## src/rtl/phase_shift_defines.svh

```systemverilog
`ifndef PHASE_SHIFT_DEFINES_SVH
`define PHASE_SHIFT_DEFINES_SVH

// ****************************************************************
// Register indices (byte address is four times the index)
// ****************************************************************
`define SYNTH0_DIVC_SHIFT_IDX 8'hBF
`define SYNTH0_DIVD_SHIFT_IDX 8'hC1
`define OSC_SOURCE_SELECT_IDX 8'hC3
`define SILICON_REVISION_IDX 8'hC6
`define SYNTH1_DIVC_SHIFT_IDX 8'hC7
`define SYNTH1_DIVD_SHIFT_IDX 8'hC9
`define SYNTH2_DIVA_SHIFT_IDX 8'hCB

// ****************************************************************
// Field positions
// ****************************************************************
`define COARSE_LSB 0
`define COARSE_MSB 12
`define QUAD_LSB 13
`define QUAD_MSB 15
`define OSC_SOURCE_BIT 0

// ****************************************************************
// Reset values and bus geometry
// ****************************************************************
`define SHIFT_RESET 16'h0000
`define OSC_SOURCE_RESET 8'h00
`define SHIFT_PAIRS 5
`define BUS_ADDR_W 10
`define BUS_DATA_W 32

`endif

```

## src/rtl/phase_shift_pkg.sv

```systemverilog
package phase_shift_pkg;

  // Settings handed to one post divider and all clocks it produces.
  typedef struct packed {
    logic [12:0] coarse;
    logic [2:0] quad_code;
    logic signed [3:0] quad_steps;
  } shift_cfg_s;

  // Decoded view of a register index that hits a shift pair.
  typedef struct packed {
    logic hit;
    logic hi;
    logic [2:0] slot;
  } slot_sel_s;

  typedef enum logic {
    BUS_IDLE,
    BUS_ACK
  } bus_state_e;

endpackage : phase_shift_pkg

```

## src/rtl/shift_pair_reg.sv

```systemverilog
`timescale 1ns/1ns
`include "phase_shift_defines.svh"

module shift_pair_reg (
  // Clock and reset
  input wire logic clk,
  input wire logic sys_rst,
  // Byte writes
  input wire logic wr_lo,
  input wire logic wr_hi,
  input wire logic [7:0] wr_byte,
  // Committed setting
  output logic [15:0] value
);
  import phase_shift_pkg::*;

  logic [7:0] staged_lo;

  // The low byte waits here until the high byte completes the value.
  always_ff @(posedge clk or posedge sys_rst) begin
    if (sys_rst) begin
      staged_lo <= 8'h00;
    end else if (wr_lo) begin
      staged_lo <= wr_byte;
    end
  end

  always_ff @(posedge clk or posedge sys_rst) begin
    if (sys_rst) begin
      value <= `SHIFT_RESET;
    end else if (wr_hi) begin
      value <= {wr_byte, staged_lo};
    end
  end

  property p_commit_only_on_hi;
    @(posedge clk) disable iff (sys_rst)
    !wr_hi |=> $stable(value);
  endproperty
  a_commit_only_on_hi: assert property (p_commit_only_on_hi)
    else $error("shift value changed without a high byte write");

  property p_commit_whole;
    @(posedge clk) disable iff (sys_rst)
    wr_lo ##3 wr_hi |=>
      value == {$past(wr_byte), $past(wr_byte, 4)};
  endproperty
  a_commit_whole: assert property (p_commit_whole)
    else $error("committed value does not join both written bytes");

endmodule : shift_pair_reg

```

## src/rtl/shift_cfg_out.sv

```systemverilog
`timescale 1ns/1ns
`include "phase_shift_defines.svh"

module shift_cfg_out (
  // Clock and reset
  input wire logic clk,
  input wire logic sys_rst,
  // Committed register pair
  input wire logic [15:0] value,
  // Settings to the post divider
  output phase_shift_pkg::shift_cfg_s cfg
);
  import phase_shift_pkg::*;

  // Steps of 45 degrees, negative meaning a lag.
  function automatic logic signed [3:0] quad_steps_of(
    input logic [2:0] code
  );
    case (code)
      3'h0: quad_steps_of = 4'sh0;
      3'h1: quad_steps_of = -4'sh1;
      3'h2: quad_steps_of = -4'sh2;
      3'h3: quad_steps_of = -4'sh3;
      3'h4: quad_steps_of = -4'sh4;
      3'h5: quad_steps_of = 4'sh3;
      3'h6: quad_steps_of = 4'sh2;
      3'h7: quad_steps_of = 4'sh1;
      default: quad_steps_of = 4'sh0;
    endcase
  endfunction : quad_steps_of

  always_ff @(posedge clk or posedge sys_rst) begin
    if (sys_rst) begin
      cfg <= '0;
    end else begin
      cfg.coarse <= value[`COARSE_MSB:`COARSE_LSB];
      cfg.quad_code <= value[`QUAD_MSB:`QUAD_LSB];
      cfg.quad_steps <= quad_steps_of(value[`QUAD_MSB:`QUAD_LSB]);
    end
  end

  property p_coarse_signed;
    @(posedge clk) disable iff (sys_rst)
    1'b1 |=> $signed(cfg.coarse) == $signed($past(value[12:0]));
  endproperty
  a_coarse_signed: assert property (p_coarse_signed)
    else $error("coarse shift is not the low thirteen bits");

  property p_coarse_zero;
    @(posedge clk) disable iff (sys_rst)
    value[12:0] == 13'h0000 |=> cfg.coarse == 13'h0000;
  endproperty
  a_coarse_zero: assert property (p_coarse_zero)
    else $error("zero coarse shift not passed as no shift");

  property p_quad_lag;
    @(posedge clk) disable iff (sys_rst)
    value[15] == 1'b0 |=>
      cfg.quad_steps == -$signed({2'b00, $past(value[14:13])});
  endproperty
  a_quad_lag: assert property (p_quad_lag)
    else $error("quadrature lag code decoded wrongly");

  property p_quad_lead;
    @(posedge clk) disable iff (sys_rst)
    value[15] == 1'b1 |=> cfg.quad_steps == (($past(value[14:13]) == 2'b00)
      ? -4'sh4 : $signed(4'h8 - {1'b0, $past(value[15:13])}));
  endproperty
  a_quad_lead: assert property (p_quad_lead)
    else $error("quadrature lead code decoded wrongly");

endmodule : shift_cfg_out

```

## src/rtl/postdiv_phase_shift_regs.sv

```systemverilog
`timescale 1ns/1ns
`include "phase_shift_defines.svh"

// Summary of operation
// - Each coarse field is bits 12:0 of its pair, a two's complement count.
// - Coarse zero means no shift, negative delays and positive advances.
// - One pair steers every clock of its post divider together.
// - Bits 15:13 of a pair pick a quadrature shift in 45 degree steps.
// - Codes 000 to 011 give 0, -45, -90 and -135 degrees.
// - Codes 100 to 111 give 180, +135, +90 and +45 degrees.
// - Oscillator select bit 0 clear enables the oscillator driver.
// - The revision register reads the code alone; full_revision joins it with two outside bits.
module postdiv_phase_shift_regs #(
  // Revision code; the value is arbitrary.
  parameter logic [7:0] REVISION = 8'h5A,
  parameter int PAIRS = `SHIFT_PAIRS
) (
  // Clock and reset
  input wire logic clk,
  input wire logic sys_rst,
  // Avalon-MM slave
  input wire logic [`BUS_ADDR_W-1:0] address,
  input wire logic read,
  input wire logic write,
  input wire logic [`BUS_DATA_W-1:0] writedata,
  input wire logic [3:0] byteenable,
  output logic [`BUS_DATA_W-1:0] readdata,
  output logic waitrequest,
  // Revision bits held elsewhere
  input wire logic [1:0] rev_ext_bits,
  // Post divider settings
  output phase_shift_pkg::shift_cfg_s div_cfg [PAIRS],
  // Oscillator and revision
  output logic osc_out_driver_en,
  output logic [9:0] full_revision
);
  import phase_shift_pkg::*;

  // ****************************************************************
  // Address decode
  // ****************************************************************

  // Maps a register index to a shift pair and its byte.
  function automatic slot_sel_s slot_of(input logic [7:0] idx);
    slot_of = '0;
    case (idx)
      `SYNTH0_DIVC_SHIFT_IDX: slot_of = '{1'b1, 1'b0, 3'h0};
      `SYNTH0_DIVC_SHIFT_IDX + 8'h01: slot_of = '{1'b1, 1'b1, 3'h0};
      `SYNTH0_DIVD_SHIFT_IDX: slot_of = '{1'b1, 1'b0, 3'h1};
      `SYNTH0_DIVD_SHIFT_IDX + 8'h01: slot_of = '{1'b1, 1'b1, 3'h1};
      `SYNTH1_DIVC_SHIFT_IDX: slot_of = '{1'b1, 1'b0, 3'h2};
      `SYNTH1_DIVC_SHIFT_IDX + 8'h01: slot_of = '{1'b1, 1'b1, 3'h2};
      `SYNTH1_DIVD_SHIFT_IDX: slot_of = '{1'b1, 1'b0, 3'h3};
      `SYNTH1_DIVD_SHIFT_IDX + 8'h01: slot_of = '{1'b1, 1'b1, 3'h3};
      `SYNTH2_DIVA_SHIFT_IDX: slot_of = '{1'b1, 1'b0, 3'h4};
      `SYNTH2_DIVA_SHIFT_IDX + 8'h01: slot_of = '{1'b1, 1'b1, 3'h4};
      default: slot_of = '0;
    endcase
  endfunction : slot_of

  logic [7:0] reg_idx;
  slot_sel_s sel;
  bus_state_e state;
  logic wr_fire;
  logic [7:0] osc_source_bit;
  logic [15:0] pair_value [PAIRS];
  logic [PAIRS-1:0] wr_lo;
  logic [PAIRS-1:0] wr_hi;
  logic [`BUS_DATA_W-1:0] next_readdata;

  assign reg_idx = address[9:2];
  assign sel = slot_of(reg_idx);

  // Writes land only at the edge where waitrequest is seen low.
  assign wr_fire = (state == BUS_ACK) && write && byteenable[0];

  // ****************************************************************
  // Bus handshake
  // ****************************************************************

  always_ff @(posedge clk or posedge sys_rst) begin
    if (sys_rst) begin
      state <= BUS_IDLE;
    end else begin
      case (state)
        BUS_IDLE: begin
          if (read || write) begin
            state <= BUS_ACK;
          end
        end
        BUS_ACK: begin
          state <= BUS_IDLE;
        end
        default: begin
          state <= BUS_IDLE;
        end
      endcase
    end
  end

  // Waitrequest drops for exactly the cycle after a request is seen.
  always_ff @(posedge clk or posedge sys_rst) begin
    if (sys_rst) begin
      waitrequest <= 1'b1;
    end else begin
      waitrequest <= !((state == BUS_IDLE) && (read || write));
    end
  end

  // ****************************************************************
  // Read data
  // ****************************************************************

  always_comb begin
    next_readdata = '0;
    if (sel.hit) begin
      for (int i = 0; i < PAIRS; i++) begin
        if (sel.slot == 3'(i)) begin
          next_readdata[7:0] = sel.hi ? pair_value[i][15:8]
                                      : pair_value[i][7:0];
        end
      end
    end else if (reg_idx == `OSC_SOURCE_SELECT_IDX) begin
      next_readdata[7:0] = osc_source_bit;
    end else if (reg_idx == `SILICON_REVISION_IDX) begin
      next_readdata[7:0] = REVISION;
    end
  end

  // Read data are held from the ack cycle until the next read.
  always_ff @(posedge clk or posedge sys_rst) begin
    if (sys_rst) begin
      readdata <= '0;
    end else if ((state == BUS_IDLE) && read) begin
      readdata <= next_readdata;
    end
  end

  // ****************************************************************
  // Shift register pairs
  // ****************************************************************

  genvar g;
  generate
    for (g = 0; g < PAIRS; g++) begin : g_pair
      assign wr_lo[g] = wr_fire && sel.hit && !sel.hi && sel.slot == 3'(g);
      assign wr_hi[g] = wr_fire && sel.hit && sel.hi && sel.slot == 3'(g);

      shift_pair_reg u_pair (
        .clk(clk),
        .sys_rst(sys_rst),
        .wr_lo(wr_lo[g]),
        .wr_hi(wr_hi[g]),
        .wr_byte(writedata[7:0]),
        .value(pair_value[g])
      );

      // One setting feeds the whole post divider, never one pin.
      shift_cfg_out u_cfg (
        .clk(clk),
        .sys_rst(sys_rst),
        .value(pair_value[g]),
        .cfg(div_cfg[g])
      );

      property p_pair_to_divider;
        @(posedge clk) disable iff (sys_rst)
        wr_hi[g] |=> ##1 div_cfg[g].coarse == pair_value[g][12:0]
          && div_cfg[g].quad_code == pair_value[g][15:13];
      endproperty
      a_pair_to_divider: assert property (p_pair_to_divider)
        else $error("divider settings do not follow their pair");

      property p_coarse_sign;
        @(posedge clk) disable iff (sys_rst)
        wr_hi[g] |=> ##1
          ($signed(div_cfg[g].coarse) < 0) == pair_value[g][12];
      endproperty
      a_coarse_sign: assert property (p_coarse_sign)
        else $error("coarse shift sign does not follow bit twelve");
    end
  endgenerate

  // ****************************************************************
  // Oscillator source and revision
  // ****************************************************************

  // Reserved bits 7:1 are not stored and read as zero.
  always_ff @(posedge clk or posedge sys_rst) begin
    if (sys_rst) begin
      osc_source_bit <= `OSC_SOURCE_RESET;
    end else if (wr_fire && reg_idx == `OSC_SOURCE_SELECT_IDX) begin
      osc_source_bit <= {7'h00, writedata[`OSC_SOURCE_BIT]};
    end
  end

  // Driver runs while the bit is clear, as for a crystal.
  always_ff @(posedge clk or posedge sys_rst) begin
    if (sys_rst) begin
      osc_out_driver_en <= 1'b1;
    end else if (wr_fire && reg_idx == `OSC_SOURCE_SELECT_IDX) begin
      osc_out_driver_en <= !writedata[`OSC_SOURCE_BIT];
    end
  end

  always_ff @(posedge clk or posedge sys_rst) begin
    if (sys_rst) begin
      full_revision <= 10'h000;
    end else begin
      full_revision <= {rev_ext_bits, REVISION};
    end
  end

  // ****************************************************************
  // Checks
  // ****************************************************************

  property p_ack_after_request;
    @(posedge clk) disable iff (sys_rst)
    (state == BUS_IDLE) && (read || write) |=> !waitrequest ##1 waitrequest;
  endproperty
  a_ack_after_request: assert property (p_ack_after_request)
    else $error("waitrequest not low for exactly one cycle");

  property p_osc_driver;
    @(posedge clk) disable iff (sys_rst)
    wr_fire && reg_idx == `OSC_SOURCE_SELECT_IDX |=>
      osc_out_driver_en == !$past(writedata[0])
      && osc_source_bit[0] == $past(writedata[0]);
  endproperty
  a_osc_driver: assert property (p_osc_driver)
    else $error("oscillator driver does not follow select bit");

  property p_osc_hold;
    @(posedge clk) disable iff (sys_rst)
    !(wr_fire && reg_idx == `OSC_SOURCE_SELECT_IDX) |=>
      $stable(osc_out_driver_en) && osc_out_driver_en == !osc_source_bit[0];
  endproperty
  a_osc_hold: assert property (p_osc_hold)
    else $error("oscillator driver changed without a write");

  property p_revision_read;
    @(posedge clk) disable iff (sys_rst)
    (state == BUS_IDLE) && read && reg_idx == `SILICON_REVISION_IDX |=>
      !waitrequest && readdata == {24'h000000, REVISION};
  endproperty
  a_revision_read: assert property (p_revision_read)
    else $error("revision read returned the wrong code");

  property p_full_revision;
    @(posedge clk) disable iff (sys_rst)
    !sys_rst |=> full_revision == {$past(rev_ext_bits), REVISION};
  endproperty
  a_full_revision: assert property (p_full_revision)
    else $error("full revision not formed from both parts");

  // Slot of the last low byte write, so the check sees the right divider.
  logic [2:0] lo_slot;

  always_ff @(posedge clk or posedge sys_rst) begin
    if (sys_rst) begin
      lo_slot <= 3'h0;
    end else if (wr_fire && sel.hit && !sel.hi) begin
      lo_slot <= sel.slot;
    end
  end

  property p_lo_write_no_effect;
    @(posedge clk) disable iff (sys_rst)
    wr_fire && sel.hit && !sel.hi |=> ##1 $stable(div_cfg[lo_slot]);
  endproperty
  a_lo_write_no_effect: assert property (p_lo_write_no_effect)
    else $error("low byte write changed a divider setting");

  property p_onehot_strobe;
    @(posedge clk) disable iff (sys_rst)
    1'b1 |-> $onehot0({wr_hi, wr_lo});
  endproperty
  a_onehot_strobe: assert property (p_onehot_strobe)
    else $error("one write reached more than one pair byte");

  property p_wait_single;
    @(posedge clk) disable iff (sys_rst)
    !waitrequest |=> waitrequest;
  endproperty
  a_wait_single: assert property (p_wait_single)
    else $error("waitrequest stayed low for a second cycle");

  property p_wait_idle;
    @(posedge clk) disable iff (sys_rst)
    (state == BUS_IDLE) && !read && !write |=> waitrequest;
  endproperty
  a_wait_idle: assert property (p_wait_idle)
    else $error("waitrequest dropped with no request");

  property p_readdata_hold;
    @(posedge clk) disable iff (sys_rst)
    !((state == BUS_IDLE) && read) |=> $stable(readdata);
  endproperty
  a_readdata_hold: assert property (p_readdata_hold)
    else $error("read data changed without a new read");

  property p_read_upper_zero;
    @(posedge clk) disable iff (sys_rst)
    1'b1 |-> readdata[31:8] == 24'h000000;
  endproperty
  a_read_upper_zero: assert property (p_read_upper_zero)
    else $error("upper read data bits are not zero");

  property p_unmapped_read;
    @(posedge clk) disable iff (sys_rst)
    (state == BUS_IDLE) && read && !sel.hit
      && reg_idx != `OSC_SOURCE_SELECT_IDX
      && reg_idx != `SILICON_REVISION_IDX |=> readdata == 32'h00000000;
  endproperty
  a_unmapped_read: assert property (p_unmapped_read)
    else $error("unmapped register did not read as zero");

  property p_be_ignored;
    @(posedge clk) disable iff (sys_rst)
    (state == BUS_ACK) && write && !byteenable[0] |=>
      $stable(osc_source_bit) && $stable(osc_out_driver_en);
  endproperty
  a_be_ignored: assert property (p_be_ignored)
    else $error("write without its low byte lane changed a register");

  property p_osc_reserved;
    @(posedge clk) disable iff (sys_rst)
    1'b1 |-> osc_source_bit[7:1] == 7'h00;
  endproperty
  a_osc_reserved: assert property (p_osc_reserved)
    else $error("reserved oscillator select bits are not zero");

  property p_osc_read;
    @(posedge clk) disable iff (sys_rst)
    (state == BUS_IDLE) && read && reg_idx == `OSC_SOURCE_SELECT_IDX |=>
      readdata == {31'h00000000, !$past(osc_out_driver_en)};
  endproperty
  a_osc_read: assert property (p_osc_read)
    else $error("oscillator select read back does not match the driver");

  property p_revision_write;
    @(posedge clk) disable iff (sys_rst)
    wr_fire && reg_idx == `SILICON_REVISION_IDX |=>
      $stable(osc_source_bit) && $stable(osc_out_driver_en);
  endproperty
  a_revision_write: assert property (p_revision_write)
    else $error("write to the revision register changed a setting");

endmodule : postdiv_phase_shift_regs

```

## config.mk

```make
export PLATFORM = sky130hd
export DESIGN_NAME = postdiv_phase_shift_regs
export DESIGN_NICKNAME = d
export VERILOG_FILES = /design/src/rtl/phase_shift_pkg.sv /design/src/rtl/shift_pair_reg.sv /design/src/rtl/shift_cfg_out.sv /design/src/rtl/postdiv_phase_shift_regs.sv
export VERILOG_INCLUDE_DIRS = /design/src /design/src/rtl
export SDC_FILE = /design/constraint.sdc
export NUM_CORES = 1
export LEC_CHECK = 0
export ABC_AREA = 1
export BUFFER_PORTS_ARGS = -buffer_cell sky130_fd_sc_hd__buf_2
export CORE_ASPECT_RATIO = 0.7
export CORE_MARGIN = 5
export CORE_UTILIZATION = 25
export CTS_BUF_LIST = sky130_fd_sc_hd__clkbuf_4 sky130_fd_sc_hd__clkbuf_8 sky130_fd_sc_hd__clkbuf_16
export DETAILED_ROUTE_END_ITERATION = 10
export SYNTH_ARGS = -nofsm -noshare
export SYNTH_HDL_FRONTEND = slang
export SYNTH_SLANG_ARGS = --single-unit
```

## constraint.sdc

```tcl
create_clock -name clk -period 10.3 [get_ports clk]
set_clock_uncertainty 0.1 [all_clocks]
set_input_delay 1.545 -clock clk [delete_from_list [all_inputs] [get_ports clk]]
set_output_delay 1.545 -clock clk [all_outputs]
set_load 0.1 [all_outputs]
```

==> metrics.md <==
| Metric | Value |
|---|---|
| H-tree depth | `1` |
| Via count | `5950` |
| Post-Syn Instances | `817` |
| DRT Pass-1 Iters | `5` |
| Max_cap viols | `0` |
| Worst setup margin | `6.02 ns` |
| Via/cell ratio | `4.17` |
| Critical-path cell list | `buf_2 > inv_1 > nand2_1 > nor2_4 > nand3_2 > nand2_4 > inv_4 > nor2_8 > nand2_1 > mux2_2` |
| Sequential share of power | `0.453` |
| WL met3 | `1980 µm` |
| Hold_buf cts | `0` |
| Setup_tns | `0 ns` |
| Dpl ws | `5.47 ns` |
| Post-Syn Area per Cell | `10.7 µm²` |
| Result of the run | `finished clean` |
| Vias in the first global route | `5791` |
| Die Width | `233 µm` |
| CTS tree | `yes` |
| Clock slew at reported path FFs | `0.06 ns` |
| Hold_sp | `g_pair[0].u_pair.value[2]` |
| Post-route cell area | `0.0105 mm²` |
| Initial DRC count | `428` |
| P_leak | `5.48 nW` |
| Crit-path most repeated cell | `nand2_1` |
| Dpl cell area | `0.00964 mm²` |
| Mux contribution to synthesized area | `0.0310` |
| CP Launch Point | `address[7]` |
| Final setup viols | `0` |
| Sink Count | `225` |
| Sequential cell area | `0.00563 mm²` |
| Worst-margin pin slew | `1.06 ns` |
| Layout fillers | `3619` |
| Met2 Wirelength | `9950 µm` |
| Vert. Die Dim | `166 µm` |
| Core area | `0.0345 mm²` |
| DRT Wirelength | `23700 µm` |
| Largest family of logic cells by synthesized area | `simple AND/OR/NAND/NOR gates` |
| Post-Synth XOR/XNOR Area | `0` |
| First-pass GRT wire length | `36100 µm` |
| Sw power | `0.540 mW` |
| DRC violations left | `0` |
| N_diodes | `0` |
| Worst EP required | `10.61 ns` |
| Final core occ | `0.304` |
| Rel. slew slack | `0.291` |
| Critical Path Start Type | `primary input` |
| Number of synthesized register bits | `225` |
| Worst r2r src | `state` |
| Final Hold Viols | `0` |
| Area of the multi-input gates | `0.00246 mm²` |
| Clk_lat worst skew | `0.54 ns` |
| Crit. End Element | `flop` |
| Postcts setup bufs | `0` |
| Finished Layout Cells | `1428` |
| Overall Global Routing Usage | `0.120` |
| Comb pwr share | `0.091` |
| Nets | `1000` |
| Synth unique cells | `33` |
| Slew Limit Fails | `0` |
| Arr. time, crit path | `4.59 ns` |
| Hold/Removal Path Class | `flop to flop` |
| Clk buf depth | `3` |
| Gates resized, CTS repair | `0` |
| Share of layout cells above drive strength 1 | `0.238` |
| Post-layout min period | `4.28 ns` |
| Slowest CP cell | `nand2_1` |
| Power Total | `2.00 mW` |
| ANT nets after route | `0` |
| Pin count of the biggest net entering global routing | `149` |
| Seq/Total Area, Yosys | `0.647` |
| Root Buffer | `clkbuf_16` |
| Pwr Density | `191 mW/mm²` |
| Max Clk Rate | `233 MHz` |
| Routed len/inst | `16.6 µm` |
| Min Hold Slack | `0.276 ns` |
| Crit Path Category | `primary input to flop` |
| YS warnings | `0` |
| # rows | `57` |
| RD Place Congestion | `0.776` |
| Area grow syn2layout | `20.4%` |
| Unrepaired setup endpoints after global routing | `false` |
| Grt total ovfl | `0` |
| Power Internal | `1.46 mW` |
| Top sig layer | `met4` |
| Worst Path Max Fanout | `45` |
| Final worst-path cycle share | `0.416` |
| IO Pins | `196` |
| Clk pwr share | `0.456` |
| Synth Area in Compound Gates | `0.0931` |
| Inserted Clock Buffers | `24` |
| Post-DP HPWL | `16400 µm` |
| Post-synthesis simple-gate area fraction | `0.131` |
| Initial antenna violation count | `0` |
| Die ar. | `0.0387 mm²` |
| Slowest stage delay, CP | `0.58 ns` |
| Delay-heaviest family, CP | `simple AND/OR/NAND/NOR gates` |
| Synth Area in Adders | `0.0144` |
| Met1 WL | `11300 µm` |
| Starting Density | `0.252` |
| Placed insts | `1384` |
| Cell Area, Synth | `0.00871 mm²` |
| Switching share of power | `0.269` |
| Peak supply drop | `0.114 mV` |
| Worst path bufs/invs | `3` |
| PortBufs | `138` |
==> flip-flops by register name, summed over array words and instances, names as in the netlist <==
| signal | cells |
|---|---|
| waitrequest | 1 |
| osc_source_bit | 1 |
| osc_out_driver_en | 1 |
| full_revision | 3 |
| g_pair.u_pair.staged_lo | 40 |
| state | 1 |
| readdata | 8 |
| g_pair.u_cfg.cfg | 90 |
| g_pair.u_pair.value | 80 |
==> cells in the final DEF, fill, tap and decap left out, types with 2 or more instances in the layout <==
| cell type | count |
|---|---|
| a21oi_1 | 29 |
| buf_2 | 138 |
| bufinv_16 | 2 |
| clkbuf_16 | 24 |
| clkbuf_4 | 6 |
| clkbuf_8 | 6 |
| clkinv_2 | 2 |
| conb_1 | 29 |
| dfrtp_1 | 223 |
| dfstp_2 | 2 |
| ha_1 | 10 |
| inv_1 | 61 |
| inv_2 | 2 |
| inv_8 | 2 |
| mux2_1 | 4 |
| mux2_2 | 20 |
| nand2_1 | 174 |
| nand2_2 | 8 |
| nand2_4 | 3 |
| nand3_1 | 29 |
| nand4_1 | 5 |
| nor2_1 | 36 |
| nor2_2 | 2 |
| nor2_4 | 3 |
| nor3_1 | 2 |
| o211ai_1 | 9 |
| o21ai_0 | 104 |
| o21ai_1 | 7 |
| o21bai_1 | 4 |
==> worst paths after layout <==
path,to,cells past startpoint,slack (ns)
min in group asynchronous,full_revision[8],2,1.14
setup reg to reg,g_pair[2].u_pair.value[6],4,8.15
hold / removal,g_pair[0].u_cfg.cfg[9],0,0.28
setup / recovery,g_pair[2].u_pair.value[6],10,6.02
max in group asynchronous,g_pair[3].u_cfg.cfg[16],3,7.33
hold reg to reg,g_pair[0].u_cfg.cfg[9],0,0.28
==> logic make-up (layout without fill, tap and decap cells) <==
kind of cell,Yosys count,in the layout
other,2,29
multiplexers,24,24
flip-flops,225,225
AND/OR/NAND/NOR,265,265
adder cells (fa/ha/maj),10,10
buffers and inverters,137,249
AO/OA/AOI/OAI,154,154
==> final cells by class <==
| type | count | area share |
|---|---|---|
| Clock inverter | 8 | 0.0122 |
| Timing Repair Buffer | 139 | 0.0665 |
| Multi-Input combinational cell | 482 | 0.234 |
| Tap cell | 472 | 0.0563 |
| Inverter | 66 | 0.0246 |
| Sequential cell | 225 | 0.537 |
| Clock buffer | 36 | 0.0694 |
==> power by group through the flow <==
stage | Clock [mW] | Combinational (mW) | Sequential (mW)
after floorplan | 0 | 0.106 | 0.975
after global placement | 0 | 0.184 | 0.924
after detailed placement | 0 | 0.185 | 0.924
after CTS | 0.936 | 0.186 | 0.908
after global routing | 0.975 | 0.195 | 0.909
final | 0.914 | 0.183 | 0.908
==> synthesized netlist by cell type <==
| cell | n | area [µm²] |
|---|---|---|
| nor2_1 | 36 | 135 |
| conb_1 | 2 | 7.51 |
| nor4_1 | 1 | 6.26 |
| buf_6 | 4 | 45.0 |
| nor3_1 | 2 | 10.0 |
| mux2_2 | 20 | 225 |
| clkbuf_2 | 1 | 5.00 |
| o21bai_1 | 4 | 30.0 |
| clkbuf_1 | 9 | 33.8 |
| a211oi_2 | 1 | 12.5 |
| o21ai_1 | 7 | 35.0 |
| nor2_8 | 1 | 20.0 |
| nor2_4 | 3 | 33.8 |
| ha_1 | 10 | 125 |
| nand3_1 | 29 | 145 |
| o211ai_1 | 9 | 67.6 |
| clkinv_1 | 1 | 3.75 |
| a21oi_1 | 29 | 145 |
| inv_2 | 2 | 7.51 |
| nand4_1 | 5 | 31.3 |
| nand2_4 | 3 | 33.8 |
| o21ai_0 | 104 | 521 |
| buf_2 | 15 | 75.1 |
| nand2_1 | 174 | 653 |
| dfstp_2 | 2 | 52.6 |
| nand3_2 | 1 | 10.0 |
| buf_4 | 42 | 315 |
| nand2_2 | 8 | 50.1 |
| inv_1 | 62 | 233 |
| dfrtp_1 | 223 | 5580 |
| mux2_1 | 4 | 45.0 |
| inv_4 | 1 | 6.26 |
| nor2_2 | 2 | 12.5 |
==> routing by layer <==
| layer | vias up | global-route usage |
|---|---|---|
| li1 | 2816 | - |
| met1 | 2910 | 0.184 |
| met2 | 196 | 0.171 |
| met3 | 28 | 0.0314 |
| met4 | 0 | 0.0236 |
| met5 | - | 0 |
Note: power is estimated with default switching activity, not from simulation.
